--- src/rtl/ctm_pkg.sv ---
package ctm_pkg;

   // Counter geometry.
   localparam int CNT_W    = 10;
   localparam int P_W      = 3;
   localparam int P_SHIFT  = 7;
   localparam logic [10:0] FULL_RANGE = 11'h400;  // 1024 counts.

   // Register byte offsets on the bus.
   localparam logic [7:0] ADDR_CTRL   = 8'h00;
   localparam logic [7:0] ADDR_CONFIG = 8'h04;
   localparam logic [7:0] ADDR_CMP_A  = 8'h08;
   localparam logic [7:0] ADDR_CMP_P  = 8'h0c;
   localparam logic [7:0] ADDR_COUNT  = 8'h10;
   localparam logic [7:0] ADDR_STATUS = 8'h14;

   // Control register fields.
   localparam int CTRL_ON_BIT = 0;

   // Configuration register fields (timer_control_one).
   localparam int CFG_CLR_SEL_BIT = 0;
   localparam int CFG_SWAP_BIT    = 1;
   localparam int CFG_POL_BIT     = 2;
   localparam int CFG_INIT_BIT    = 3;
   localparam int CFG_FUNC_LSB    = 4;
   localparam int CFG_MODE_LSB    = 6;

   // Status register fields; flags are write-one-to-clear.
   localparam int STAT_A_BIT   = 0;
   localparam int STAT_P_BIT   = 1;
   localparam int STAT_PIN_BIT = 2;

   // Reset values.
   localparam logic [7:0]       CONFIG_RESET = 8'h00;
   localparam logic [CNT_W-1:0] CMP_A_RESET  = 10'h000;
   localparam logic [P_W-1:0]   CMP_P_RESET  = 3'h0;

   // Operating modes.
   typedef enum logic [1:0] {
      MODE_COMPARE = 2'h0,
      MODE_SPARE   = 2'h1,
      MODE_PWM     = 2'h2,
      MODE_TIMER   = 2'h3
   } mode_type;

   // Pin function codes, compare output mode.
   localparam logic [1:0] FUNC_HOLD   = 2'h0;
   localparam logic [1:0] FUNC_LOW    = 2'h1;
   localparam logic [1:0] FUNC_HIGH   = 2'h2;
   localparam logic [1:0] FUNC_TOGGLE = 2'h3;

   // Pin function codes, PWM mode.
   localparam logic [1:0] FUNC_FORCE_OFF = 2'h0;
   localparam logic [1:0] FUNC_FORCE_ON  = 2'h1;

endpackage

--- src/rtl/ctm_timer.sv ---
`timescale 1ns/100ps
`default_nettype none

module ctm_timer
   import ctm_pkg::*;
(
   input  wire logic        clk,
   input  wire logic        nrst,
   input  wire logic        wb_cyc_i,
   input  wire logic        wb_stb_i,
   input  wire logic        wb_we_i,
   input  wire logic [7:0]  wb_adr_i,
   input  wire logic [3:0]  wb_sel_i,
   input  wire logic [31:0] wb_dat_i,
   output logic      [31:0] wb_dat_o,
   output logic             wb_ack_o,
   output logic             pin_out,
   output logic             pin_oe,
   output logic             match_a_flag,
   output logic             match_p_flag
);

   // All state of the block lives in one record.
   typedef struct packed {
      logic [CNT_W-1:0] count;
      logic             timer_on;
      mode_type         mode;
      logic [1:0]       pin_func;
      logic             init_level;
      logic             pol_inv;
      logic             swap;
      logic             clr_sel;
      logic [CNT_W-1:0] cmp_a;
      logic [P_W-1:0]   cmp_p;
      logic             flag_a;
      logic             flag_p;
      logic             pin;
      logic             pin_en;
      logic             ack;
      logic [31:0]      rdata;
   } state_type;

   localparam state_type STATE_RESET = '{
      count:      10'h000,
      timer_on:   1'b0,
      mode:       MODE_COMPARE,
      pin_func:   2'h0,
      init_level: 1'b0,
      pol_inv:    1'b0,
      swap:       1'b0,
      clr_sel:    1'b0,
      cmp_a:      CMP_A_RESET,
      cmp_p:      CMP_P_RESET,
      flag_a:     1'b0,
      flag_p:     1'b0,
      pin:        1'b0,
      pin_en:     1'b0,
      ack:        1'b0,
      rdata:      32'h0000_0000
   };

   state_type state_reg;
   state_type state_next;

   logic a_hit;
   logic p_hit;
   logic pwm_active;

   // Comparators watch the running count.
   ctm_compare u_compare (
      .count (state_reg.count),
      .cmp_a (state_reg.cmp_a),
      .cmp_p (state_reg.cmp_p),
      .a_hit (a_hit),
      .p_hit (p_hit)
   );

   // Duty and period are resolved from the compare values.
   ctm_pwm_level u_pwm_level (
      .count  (state_reg.count),
      .cmp_a  (state_reg.cmp_a),
      .cmp_p  (state_reg.cmp_p),
      .swap   (state_reg.swap),
      .active (pwm_active)
   );

   // Bus request decode.
   logic       req;
   logic       wr;
   logic       lane0;
   logic       lane1;
   logic       hit_ctrl;
   logic       hit_config;
   logic       hit_cmp_a;
   logic       hit_cmp_p;
   logic       hit_status;
   logic [7:0] config_view;
   logic [31:0] read_mux;

   // A request is served once; ack drops the cycle after it rises.
   assign req   = wb_cyc_i && wb_stb_i && !state_reg.ack;
   // A write lands at the edge where the master samples ack, while it still holds the request.
   assign wr    = wb_cyc_i && wb_stb_i && wb_we_i && state_reg.ack;
   assign lane0 = wb_sel_i[0];
   assign lane1 = wb_sel_i[1];

   assign hit_ctrl   = (wb_adr_i == ADDR_CTRL);
   assign hit_config = (wb_adr_i == ADDR_CONFIG);
   assign hit_cmp_a  = (wb_adr_i == ADDR_CMP_A);
   assign hit_cmp_p  = (wb_adr_i == ADDR_CMP_P);
   assign hit_status = (wb_adr_i == ADDR_STATUS);

   // Configuration byte in the same bit order as it is written.
   assign config_view = {state_reg.mode,
                         state_reg.pin_func,
                         state_reg.init_level,
                         state_reg.pol_inv,
                         state_reg.swap,
                         state_reg.clr_sel};

   // Read data; unmapped offsets answer with zero.
   always_comb begin
      read_mux = 32'h0000_0000;
      case (wb_adr_i)
         ADDR_CTRL: begin
            read_mux[CTRL_ON_BIT] = state_reg.timer_on;
         end
         ADDR_CONFIG: begin
            read_mux[7:0] = config_view;
         end
         ADDR_CMP_A: begin
            read_mux[CNT_W-1:0] = state_reg.cmp_a;
         end
         ADDR_CMP_P: begin
            read_mux[P_W-1:0] = state_reg.cmp_p;
         end
         ADDR_COUNT: begin
            read_mux[CNT_W-1:0] = state_reg.count;
         end
         ADDR_STATUS: begin
            read_mux[STAT_A_BIT]   = state_reg.flag_a;
            read_mux[STAT_P_BIT]   = state_reg.flag_p;
            read_mux[STAT_PIN_BIT] = state_reg.pin;
         end
         default: begin
            read_mux = 32'h0000_0000;
         end
      endcase
   end

   // Counter events for the present mode.
   logic on_rise;
   logic running;
   logic pwm_mode;
   logic cmp_mode;
   logic clear_now;
   logic set_a;
   logic set_p;
   logic clr_a;
   logic clr_p;
   logic level;

   assign running  = state_reg.timer_on;
   assign pwm_mode = (state_reg.mode == MODE_PWM);
   assign cmp_mode = (state_reg.mode == MODE_COMPARE);

   // Only a write that turns the timer on from off counts as the rising edge.
   assign on_rise = wr && hit_ctrl && lane0 && wb_dat_i[CTRL_ON_BIT]
                    && !state_reg.timer_on;

   // Flag clears from software, write one to clear.
   assign clr_a = wr && hit_status && lane0 && wb_dat_i[STAT_A_BIT];
   assign clr_p = wr && hit_status && lane0 && wb_dat_i[STAT_P_BIT];

   // Clear source and flag sources per mode.
   always_comb begin
      clear_now = 1'b0;
      set_a     = 1'b0;
      set_p     = 1'b0;
      if (running) begin
         if (pwm_mode) begin
            clear_now = state_reg.swap ? a_hit : p_hit;
            set_a = a_hit;
            set_p = p_hit;
         end else if (state_reg.clr_sel) begin
            clear_now = a_hit;
            set_a = a_hit;
            set_p = 1'b0;
         end else begin
            clear_now = p_hit;
            set_a = a_hit;
            set_p = p_hit;
         end
      end
   end

   // PWM pin level before the final inversion.
   always_comb begin
      case (state_reg.pin_func)
         FUNC_FORCE_OFF: begin
            level = !state_reg.init_level;
         end
         FUNC_FORCE_ON: begin
            level = state_reg.init_level;
         end
         default: begin
            level = pwm_active ? state_reg.init_level
                               : !state_reg.init_level;
         end
      endcase
   end

   // Next state of the whole block.
   always_comb begin
      state_next = state_reg;

      // Bus answer: one registered cycle after the request is seen.
      state_next.ack   = req;
      state_next.rdata = req ? read_mux : 32'h0000_0000;

      // Register writes take effect at the edge that sees ack high.
      if (wr && hit_ctrl && lane0) begin
         state_next.timer_on = wb_dat_i[CTRL_ON_BIT];
      end
      if (wr && hit_config && lane0) begin
         state_next.mode       = mode_type'(wb_dat_i[CFG_MODE_LSB +: 2]);
         state_next.pin_func   = wb_dat_i[CFG_FUNC_LSB +: 2];
         state_next.init_level = wb_dat_i[CFG_INIT_BIT];
         state_next.pol_inv    = wb_dat_i[CFG_POL_BIT];
         state_next.swap       = wb_dat_i[CFG_SWAP_BIT];
         state_next.clr_sel    = wb_dat_i[CFG_CLR_SEL_BIT];
      end
      if (wr && hit_cmp_a) begin
         if (lane0) begin
            state_next.cmp_a[7:0] = wb_dat_i[7:0];
         end
         if (lane1) begin
            state_next.cmp_a[CNT_W-1:8] = wb_dat_i[CNT_W-1:8];
         end
      end
      if (wr && hit_cmp_p && lane0) begin
         state_next.cmp_p = wb_dat_i[P_W-1:0];
      end

      // Counting; a stopped timer keeps its residual count.
      if (on_rise) begin
         state_next.count = 10'h000;
      end else if (running) begin
         if (clear_now) begin
            state_next.count = 10'h000;
         end else begin
            // Wraps at 3FF when no clear source fires.
            state_next.count = state_reg.count + 10'h001;
         end
      end

      // Hardware set beats a software clear in the same cycle.
      state_next.flag_a = (state_reg.flag_a && !clr_a) || set_a;
      state_next.flag_p = (state_reg.flag_p && !clr_p) || set_p;

      // Pin driver: enabled in compare and PWM modes only.
      // pin left free
      state_next.pin_en = cmp_mode || pwm_mode;

      if (on_rise) begin
         state_next.pin = state_reg.init_level;
      end else if (pwm_mode) begin
         state_next.pin = level ^ state_reg.pol_inv;
      end else if (set_a) begin
         case (state_reg.pin_func)
            FUNC_LOW: begin
               state_next.pin = 1'b0;
            end
            FUNC_HIGH: begin
               state_next.pin = 1'b1;
            end
            FUNC_TOGGLE: begin
               state_next.pin = !state_reg.pin;
            end
            default: begin
               state_next.pin = state_reg.pin;
            end
         endcase
      end
   end

   // State register; reset loads constants only.
   always_ff @(posedge clk or negedge nrst) begin
      if (!nrst) begin
         state_reg <= STATE_RESET;
      end else begin
         state_reg <= state_next;
      end
   end

   // Every output is a flip-flop of the state record.
   assign wb_dat_o     = state_reg.rdata;
   assign wb_ack_o     = state_reg.ack;
   assign pin_out      = state_reg.pin;
   assign pin_oe       = state_reg.pin_en;
   assign match_a_flag = state_reg.flag_a;
   assign match_p_flag = state_reg.flag_p;

endmodule // ctm_timer

`default_nettype wire

--- src/rtl/ctm_compare.sv ---
`timescale 1ns/100ps
`default_nettype none

module ctm_compare
   import ctm_pkg::*;
(
   input  wire logic [CNT_W-1:0] count,
   input  wire logic [CNT_W-1:0] cmp_a,
   input  wire logic [P_W-1:0]   cmp_p,
   output logic                  a_hit,
   output logic                  p_hit
);

   logic [CNT_W:0] inc;

   // Matches look at the next count so the clear lands exactly on the match.
   assign inc = {1'b0, count} + 11'h001;

   assign a_hit = (cmp_a != 10'h000) && (inc == {1'b0, cmp_a});

   // upper bits P
   // A zero P value matches the 10-bit overflow, which is its clear point.
   assign p_hit = (inc[P_SHIFT-1:0] == 7'h00) && (inc[CNT_W-1:P_SHIFT] == cmp_p);

endmodule // ctm_compare

`default_nettype wire

--- src/rtl/ctm_pwm_level.sv ---
`timescale 1ns/100ps
`default_nettype none

module ctm_pwm_level
   import ctm_pkg::*;
(
   input  wire logic [CNT_W-1:0] count,
   input  wire logic [CNT_W-1:0] cmp_a,
   input  wire logic [P_W-1:0]   cmp_p,
   input  wire logic             swap,
   output logic                  active
);

   logic [CNT_W:0] p_len;
   logic [CNT_W:0] a_len;
   logic [CNT_W:0] period;
   logic [CNT_W:0] duty;

   assign p_len = (cmp_p == 3'h0) ? FULL_RANGE : {1'b0, cmp_p, 7'h00};
   // A zero A value only clears by overflow, so it spans the whole range.
   assign a_len = (cmp_a == 10'h000) ? FULL_RANGE : {1'b0, cmp_a};

   assign period = swap ? a_len : p_len;
   assign duty   = swap ? p_len : {1'b0, cmp_a};

   assign active = (duty >= period) || ({1'b0, count} < duty);

endmodule // ctm_pwm_level

`default_nettype wire

--- config.mk ---
export PLATFORM = sky130hd
export DESIGN_NAME = ctm_timer
export DESIGN_NICKNAME = d
export VERILOG_FILES = /design/src/rtl/ctm_pkg.sv /design/src/rtl/ctm_timer.sv /design/src/rtl/ctm_compare.sv /design/src/rtl/ctm_pwm_level.sv
export SDC_FILE = /design/constraint.sdc
export NUM_CORES = 1
export LEC_CHECK = 0
export ABC_CLOCK_PERIOD_IN_PS = 3600
export BUFFER_PORTS_ARGS = -buffer_cell sky130_fd_sc_hd__buf_2
export CAP_MARGIN = 10
export CORE_ASPECT_RATIO = 1.4
export CORE_MARGIN = 2
export CORE_UTILIZATION = 40
export CTS_CLUSTER_SIZE = 25
export DETAILED_ROUTE_END_ITERATION = 7
export GPL_ROUTABILITY_DRIVEN = 0
export PLACE_DENSITY_LB_ADDON = 0.3
export SLEW_MARGIN = 10
export SYNTH_ARGS = -nofsm -noshare
export SYNTH_HDL_FRONTEND = slang
export SYNTH_SLANG_ARGS = --single-unit
--- constraint.sdc ---
create_clock -name clk -period 3.6 [get_ports clk]
set_clock_uncertainty 0.1 [all_clocks]
set_input_delay 0.18 -clock clk [delete_from_list [all_inputs] [get_ports clk]]
set_output_delay 0.18 -clock clk [all_outputs]
set_load 0.05 [all_outputs]
Yosys cells after proc, flatten, opt, wreduce, memory -nomap -nowiden
Cells that the tools add are included.
{ "totals": {"regBits": 47, "latchBits": 0, "ram_bits": 0, "rom_bits": 0, "n_memories": 0} }
{ "op_classes": {"n_addsub": 2, "n_mul": 0, "div": 0, "order_cmp": 2, "eq_ne": 11, "shifts": 0, "muxes": 26, "bitwise_logic": 1, "n_reduce_logical": 44} }
{ "op_table": {"columns": ["op", "n"], "rows": [
  ["11-bit 2-to-1 mux", 4],
  ["10-bit 2-to-1 mux", 4],
  ["1-bit logical AND", 21],
  ["8-bit by 4-bit == test with 1-bit output, second input constant", 2],
  ["8-bit by 5-bit == test with 1-bit output, second input constant", 2],
  ["5-bit one-hot mux with 3 select lines", 1],
  ["1-bit 2-to-1 mux", 12],
  ["10-bit by 1-bit adder with 11-bit output, second input constant", 1],
  ["11-bit by 10-bit == test with 1-bit output", 1],
  ["11-bit >= comparator", 1],
  ["10-bit by 11-bit < comparator with 1-bit output", 1],
  ["10-bit by 1-bit adder with 10-bit output, second input constant", 1],
  ["10-bit zero test", 1],
  ["2-bit one-hot mux with 5 select lines", 1],
  ["10-bit nonzero test", 1],
  ["8-bit by 3-bit == test with 1-bit output, second input constant", 1],
  ["8-bit zero test", 1],
  ["7-bit zero test", 1],
  ["2-bit == test, second input constant", 3],
  ["1-bit zero test", 6],
  ["1-bit one-hot mux with 6 select lines", 1],
  ["2-bit AND reduction", 3],
  ["5-bit nonzero test", 1],
  ["2-bit zero test", 2],
  ["10 further kinds", 13]
]} }

Longest topological paths before layout
{ "depth": {"depth_word": 10, "ltp_mapped": 12} }

By module
Synthesis repeated with hierarchy kept, for this count alone.
{ "hier_totals": {"cells_unflattened": 358, "area_unflattened_um2": 3467.1} }
{ "by_module_without_submodules": {"columns": ["module", "n_inst", "cells_per_inst", "area_per_inst_um2", "seq_area_each_um2"], "rows": [
  ["ctm_timer", 1, 246, 2646.3, 1176.1],
  ["ctm_pwm_level", 1, 55, 426.7, 0.0],
  ["ctm_compare", 1, 57, 394.1, 0.0]
]} }

Least setup slack after synthesis
No wires, ideal clock.
{ "synth_timing": {"kind": "register to register", "startpoint": "register state_reg (netlist bit config_view[1])", "endpoint": "register state_reg (netlist bit pin_out)", "setup_time_ps": 126, "arrival_ps": 2609, "required_time_ps": 3374, "slack_ps": 765, "stages_incl_launch_ff": 11, "cell_sequence": "dfrtp_1 clkbuf_1 buf_1 mux2i_1 ha_1 or4_1 a21o_1 a31oi_1 o22a_1 o311ai_0 a221o_1"} }
{ "synth_via": {"elab_chain_len": 8, "elab_cells_between_ends": 10} }
{ "synth_rtl": {"columns": ["element", "line_no", "rtl"], "rows": [
  ["start: declaration", "ctm_timer.sv:62", "state_type state_reg;"],
  ["start signal: assignment", "ctm_timer.sv:292", "state_reg <= state_next;"],
  ["11-bit 2-to-1 mux, on equally long branches", "ctm_pwm_level.sv:24, ctm_pwm_level.sv:23", null],
  ["11-bit >= comparator / 10-bit by 11-bit < comparator with 1-bit output (equally long branches)", "ctm_pwm_level.sv:26", "assign active = (duty >= period) || ({1'b0, count} < duty);"],
  ["1-bit logical OR *", "ctm_pwm_level.sv:26", null],
  ["1-bit 2-to-1 mux *", "ctm_timer.sv:207", "level = pwm_active ? state_reg.init_level"],
  ["1-bit one-hot mux with 2 select lines *", "ctm_timer.sv:199", "case (state_reg.pin_func)"],
  ["1-bit XOR *", "ctm_timer.sv:268", "state_next.pin = level ^ state_reg.pol_inv;"],
  ["1-bit 2-to-1 mux *", "ctm_timer.sv:267", "end else if (pwm_mode) begin"],
  ["1-bit 2-to-1 mux *", "ctm_timer.sv:265", "if (on_rise) begin"]
]} }
Every way passes the cells marked *; elsewhere a longest branch is shown, timed or not.
A chain may end at the register's enable or synchronous reset.

Final worst setup path
{ "layout_timing": {"startpoint": "register state_reg[42] in the netlist's numbering", "endpoint": "register state_reg (netlist bit pin_out)"} }
{ "layout_via": {"elab_chain_len": 10, "elab_cells_between_ends": 18} }
{ "layout_rtl": {"columns": ["element", "line_no", "rtl"], "rows": [
  ["10-bit zero test", "ctm_pwm_level.sv:21", "assign a_len = (cmp_a == 10'h000) ? FULL_RANGE : {1'b0, cmp_a};"],
  ["11-bit 2-to-1 mux", "ctm_pwm_level.sv:21", null],
  ["11-bit 2-to-1 mux", "ctm_pwm_level.sv:23", "assign period = swap ? a_len : p_len;"],
  ["11-bit >= comparator", "ctm_pwm_level.sv:26", null],
  ["1-bit logical OR", "ctm_pwm_level.sv:26", null],
  ["1-bit 2-to-1 mux", "ctm_timer.sv:207", null],
  ["1-bit one-hot mux with 2 select lines", "ctm_timer.sv:199", null],
  ["1-bit XOR", "ctm_timer.sv:268", null],
  ["1-bit 2-to-1 mux", "ctm_timer.sv:267", null],
  ["1-bit 2-to-1 mux", "ctm_timer.sv:265", null]
]} }
Parallel ways exist; a longest one is shown, timed or not.

==> Implementation_results.wiki <==
{| class="wikitable"
! Metric !! Value
|-
| Clock Tree Root || sky130_fd_sc_hd__clkbuf_16
|-
| Clock transition at the registers of the reported paths || 0.07 ns
|-
| # clock sinks || 47
|-
| Switch share || 0.349
|-
| H-tree depth || 2
|-
| Maximum number of pins on one net before global-route repair || 48
|-
| Leakage Power || 1.79 nW
|-
| Worst supply voltage drop on vdd || 0.306 mV
|-
| First-pass GRT wire length || 14900 um
|-
| Net count of the finished layout || 473
|-
| Hold bufs inserted after CTS || 1
|-
| WL final || 9380 um
|-
| Post-CTS sizing || 0
|-
| Buffer depth of the longest clock path || 2
|-
| Cell type with the largest total area after synthesis || sky130_fd_sc_hd__dfrtp_1
|-
| Number of global-route vias before repair || 2869
|-
| Std cell rows || 41
|-
| RSZ-0062 raised after global routing || no
|-
| Average wire length per cell after detail routing || 18.1 um
|-
| Power after layout || 1.81 mW
|-
| Most common cell after layout, fill and taps aside || sky130_fd_sc_hd__dfrtp_1
|-
| Initial antenna violation count || 0
|-
| TritonCTS clock tree || done
|-
| Critical path endpoint category || register
|-
| Hold Violations, Final || 28
|-
| Post-synth cell types || 72
|-
| Final Core Density || 0.441
|-
| Die Ht || 116 um
|-
| Total clock buffers created by CTS || 5
|-
| Cells after synthesis || 385
|-
| Max FFs per register || 23
|-
| Cell area after layout || 3910 sq um
|-
| Final setup violation count || 0
|-
| GR Overflow Total || 0
|-
| Syn. warnings || 0
|-
| Area contributors post-synth || sky130_fd_sc_hd__dfrtp_1, sky130_fd_sc_hd__buf_4, sky130_fd_sc_hd__mux2_2
|-
| Ys flop type || sky130_fd_sc_hd__dfrtp_1
|-
| Critical path arrival || 3.11 ns
|-
| Area added between synthesis and finish || 8.39%
|-
| Initial drt markers || 222
|-
| Total Die Area || 9810 sq um
|-
| Number of enable-type register cells in the synthesized netlist || 0
|-
| Starting utilization of the core area || 0.407
|-
| Highest achievable clock rate || 0.330 GHz
|-
| Maximum net fanout on the critical path || 5
|-
| IO Port Bufs || 39
|-
| I/O pin cnt || 86
|-
| Via count || 2995
|-
| Sort of element at the start of the critical path || register
|-
| Dpl cell area || 3710 sq um
|-
| Final antenna diode count || 0
|-
| Portion of the clock cycle consumed by the worst path in the final layout || 0.841
|-
| Path class of the lowest-slack min-delay path || in2async
|-
| Placeable core region || 8870 sq um
|-
| Floorplan die width || 84.3 um
|-
| Vias per Instance || 5.79
|-
| Area share of the largest cell type after synthesis || 0.326
|-
| Net switching power of the design || 630 uW
|-
| Share of total power in sequential cells || 0.368
|-
| Violations in the final reports || negative hold slack
|-
| Tightest Pin Transition || 1.07 ns
|-
| Register bit total from synthesis || 47
|-
| Number of buffers inserted to repair setup after CTS || 0
|-
| Crit path required time || 3.68 ns
|-
| Netlist Area Pre-Place || 3610 sq um
|-
| Top library cells by usage in the layout, fill and taps aside || sky130_fd_sc_hd__dfrtp_1, sky130_fd_sc_hd__buf_2, sky130_fd_sc_hd__nand2_1
|-
| Worst relative slew slack || 0.289
|-
| Clock power share || 0.333
|-
| Pre-CTS setup slack || 0.582 ns
|-
| Router iterations before antenna repair || 6
|-
| Worst Hold Margin || -0.0315 ns
|-
| Setup WS post-layout || 0.574 ns
|-
| Clock latency on the worst-skew pair || 0.29 ns
|-
| Max-cap viol count || 0
|-
| Share of async-settable or async-resettable flops after synthesis || 1.00
|-
| Tmin final || 3.03 ns
|-
| Post-route setup TNS || 0 ns
|-
| Syn avg cell area || 9.37 sq um
|-
| DRC errors left || 0
|-
| Critical path class || reg2reg
|-
| Fraction of layout instances using a drive strength above 1 || 0.227
|-
| Post-synthesis sequential area ratio || 0.326
|-
| Outcome || complete, but fails checks
|-
| GR Util All Layers || 0.196
|-
| Power Dens Cells || 462 nW/um^2
|-
| Slew Limit Fails || 0
|-
| Power share of the combinational group || 0.299
|-
| Placed wire-length estimate after detailed placement || 6950 um
|-
| Antenna violation net count after detailed routing || 0
|-
| Total internal power || 1.18 mW
|}
## power by group through the flow
stage	Sequential [mW]	Combinational (mW)	Clock, mW
final	0.666	0.540	0.601
after global routing	0.672	0.594	0.618
after CTS	0.663	0.539	0.608
after detailed placement	0.672	0.532	0
after global placement	0.672	0.520	0
after floorplan	0.652	0.458	0
## critical path, cell delays in order, from the launching register on
cell	delay, ns
sky130_fd_sc_hd__dfrtp_1	0.45
sky130_fd_sc_hd__nor4_1	0.40
sky130_fd_sc_hd__nand3_1	0.16
sky130_fd_sc_hd__mux2_2	0.29
sky130_fd_sc_hd__ha_1	0.29
sky130_fd_sc_hd__nor2b_1	0.14
sky130_fd_sc_hd__nor4b_1	0.24
sky130_fd_sc_hd__o21ai_0	0.19
sky130_fd_sc_hd__o22a_1	0.22
sky130_fd_sc_hd__xnor2_1	0.13
sky130_fd_sc_hd__a221o_1	0.32
## cell usage after synthesis (3+ instances only)
cell type / count
sky130_fd_sc_hd__dfrtp_1: 47
sky130_fd_sc_hd__buf_4: 33
sky130_fd_sc_hd__nand2_1: 33
sky130_fd_sc_hd__mux2_2: 20
sky130_fd_sc_hd__nor2_1: 20
sky130_fd_sc_hd__ha_1: 15
sky130_fd_sc_hd__nor3_1: 13
sky130_fd_sc_hd__a21oi_1: 12
sky130_fd_sc_hd__mux2i_1: 12
sky130_fd_sc_hd__inv_1: 11
sky130_fd_sc_hd__o21ai_0: 10
sky130_fd_sc_hd__xnor2_1: 10
sky130_fd_sc_hd__and2_1: 9
sky130_fd_sc_hd__nand2b_1: 8
sky130_fd_sc_hd__and3_1: 7
sky130_fd_sc_hd__clkbuf_1: 7
sky130_fd_sc_hd__nand3_1: 7
sky130_fd_sc_hd__a22oi_1: 6
sky130_fd_sc_hd__nand4_1: 6
sky130_fd_sc_hd__a21o_1: 5
sky130_fd_sc_hd__buf_2: 5
sky130_fd_sc_hd__buf_6: 5
sky130_fd_sc_hd__nor4_1: 4
sky130_fd_sc_hd__o21a_1: 4
sky130_fd_sc_hd__o22ai_1: 4
sky130_fd_sc_hd__xor2_1: 4
sky130_fd_sc_hd__a222oi_1: 3
sky130_fd_sc_hd__nor2b_1: 3
sky130_fd_sc_hd__nor3b_1: 3
sky130_fd_sc_hd__nor4_2: 3
sky130_fd_sc_hd__o311ai_1: 3
sky130_fd_sc_hd__o31ai_1: 3
## worst paths after layout
kind                                            startpoint                    endpoint  slack [ns]  cells after the start
worst min-delay path                                  nrst   state_reg[65]$_DFFE_PN0P_       -0.03                      1
max in group asynchronous                             nrst  config_view[3]$_DFFE_PN0P_        2.75                      1
worst max-delay path             state_reg[42]$_DFFE_PN0P_         pin_out$_DFFE_PN0P_        0.57                     10
worst min register to register  config_view[6]$_DFFE_PN0P_            pin_oe$_DFF_PN0_        0.40                      1
worst max register to register   state_reg[42]$_DFFE_PN0P_         pin_out$_DFFE_PN0P_        0.57                     10
min in group clk                               wb_dat_i[4]   state_reg[44]$_DFFE_PN0P_        0.01                      3
## per-layer routing
layer  wire length, um  GRT usage
met1              3700      0.229
met2              4990      0.357
met3               395     0.0247
met4               294     0.0925
met5                 0          0
## logic make-up after synthesis
family | count (synthesis) | share of synthesized area
simple gates | 137 | 0.217
buf+inv | 63 | 0.112
fa+ha+maj | 15 | 0.0520
compound gates | 76 | 0.162
flops | 47 | 0.326
xor+xnor | 14 | 0.0340
other cells | 1 | 0.00104
mux | 32 | 0.0957
## metrics by stage
step / hold slack (ns) / std cells
after floorplan: -0.216 / 406
after global placement: 0.293 / 508
after detailed placement: 0.300 / 508
after CTS: 0.0149 / 517
after global routing: 0.0232 / 517
final: -0.0315 / 517
## area by class of cell
| class | count | area, sq um |
|---|---|---|
| clock buffer | 6 | 129 |
| multi-input combinational | 296 | 2110 |
| sequential | 47 | 1180 |
| clock inverter | 2 | 60.1 |
| fill | 882 | 4960 |
| timing repair buffer | 48 | 265 |
| inverter | 11 | 41.3 |
| tap | 107 | 134 |
Note: power is estimated with default switching activity, not from simulation.
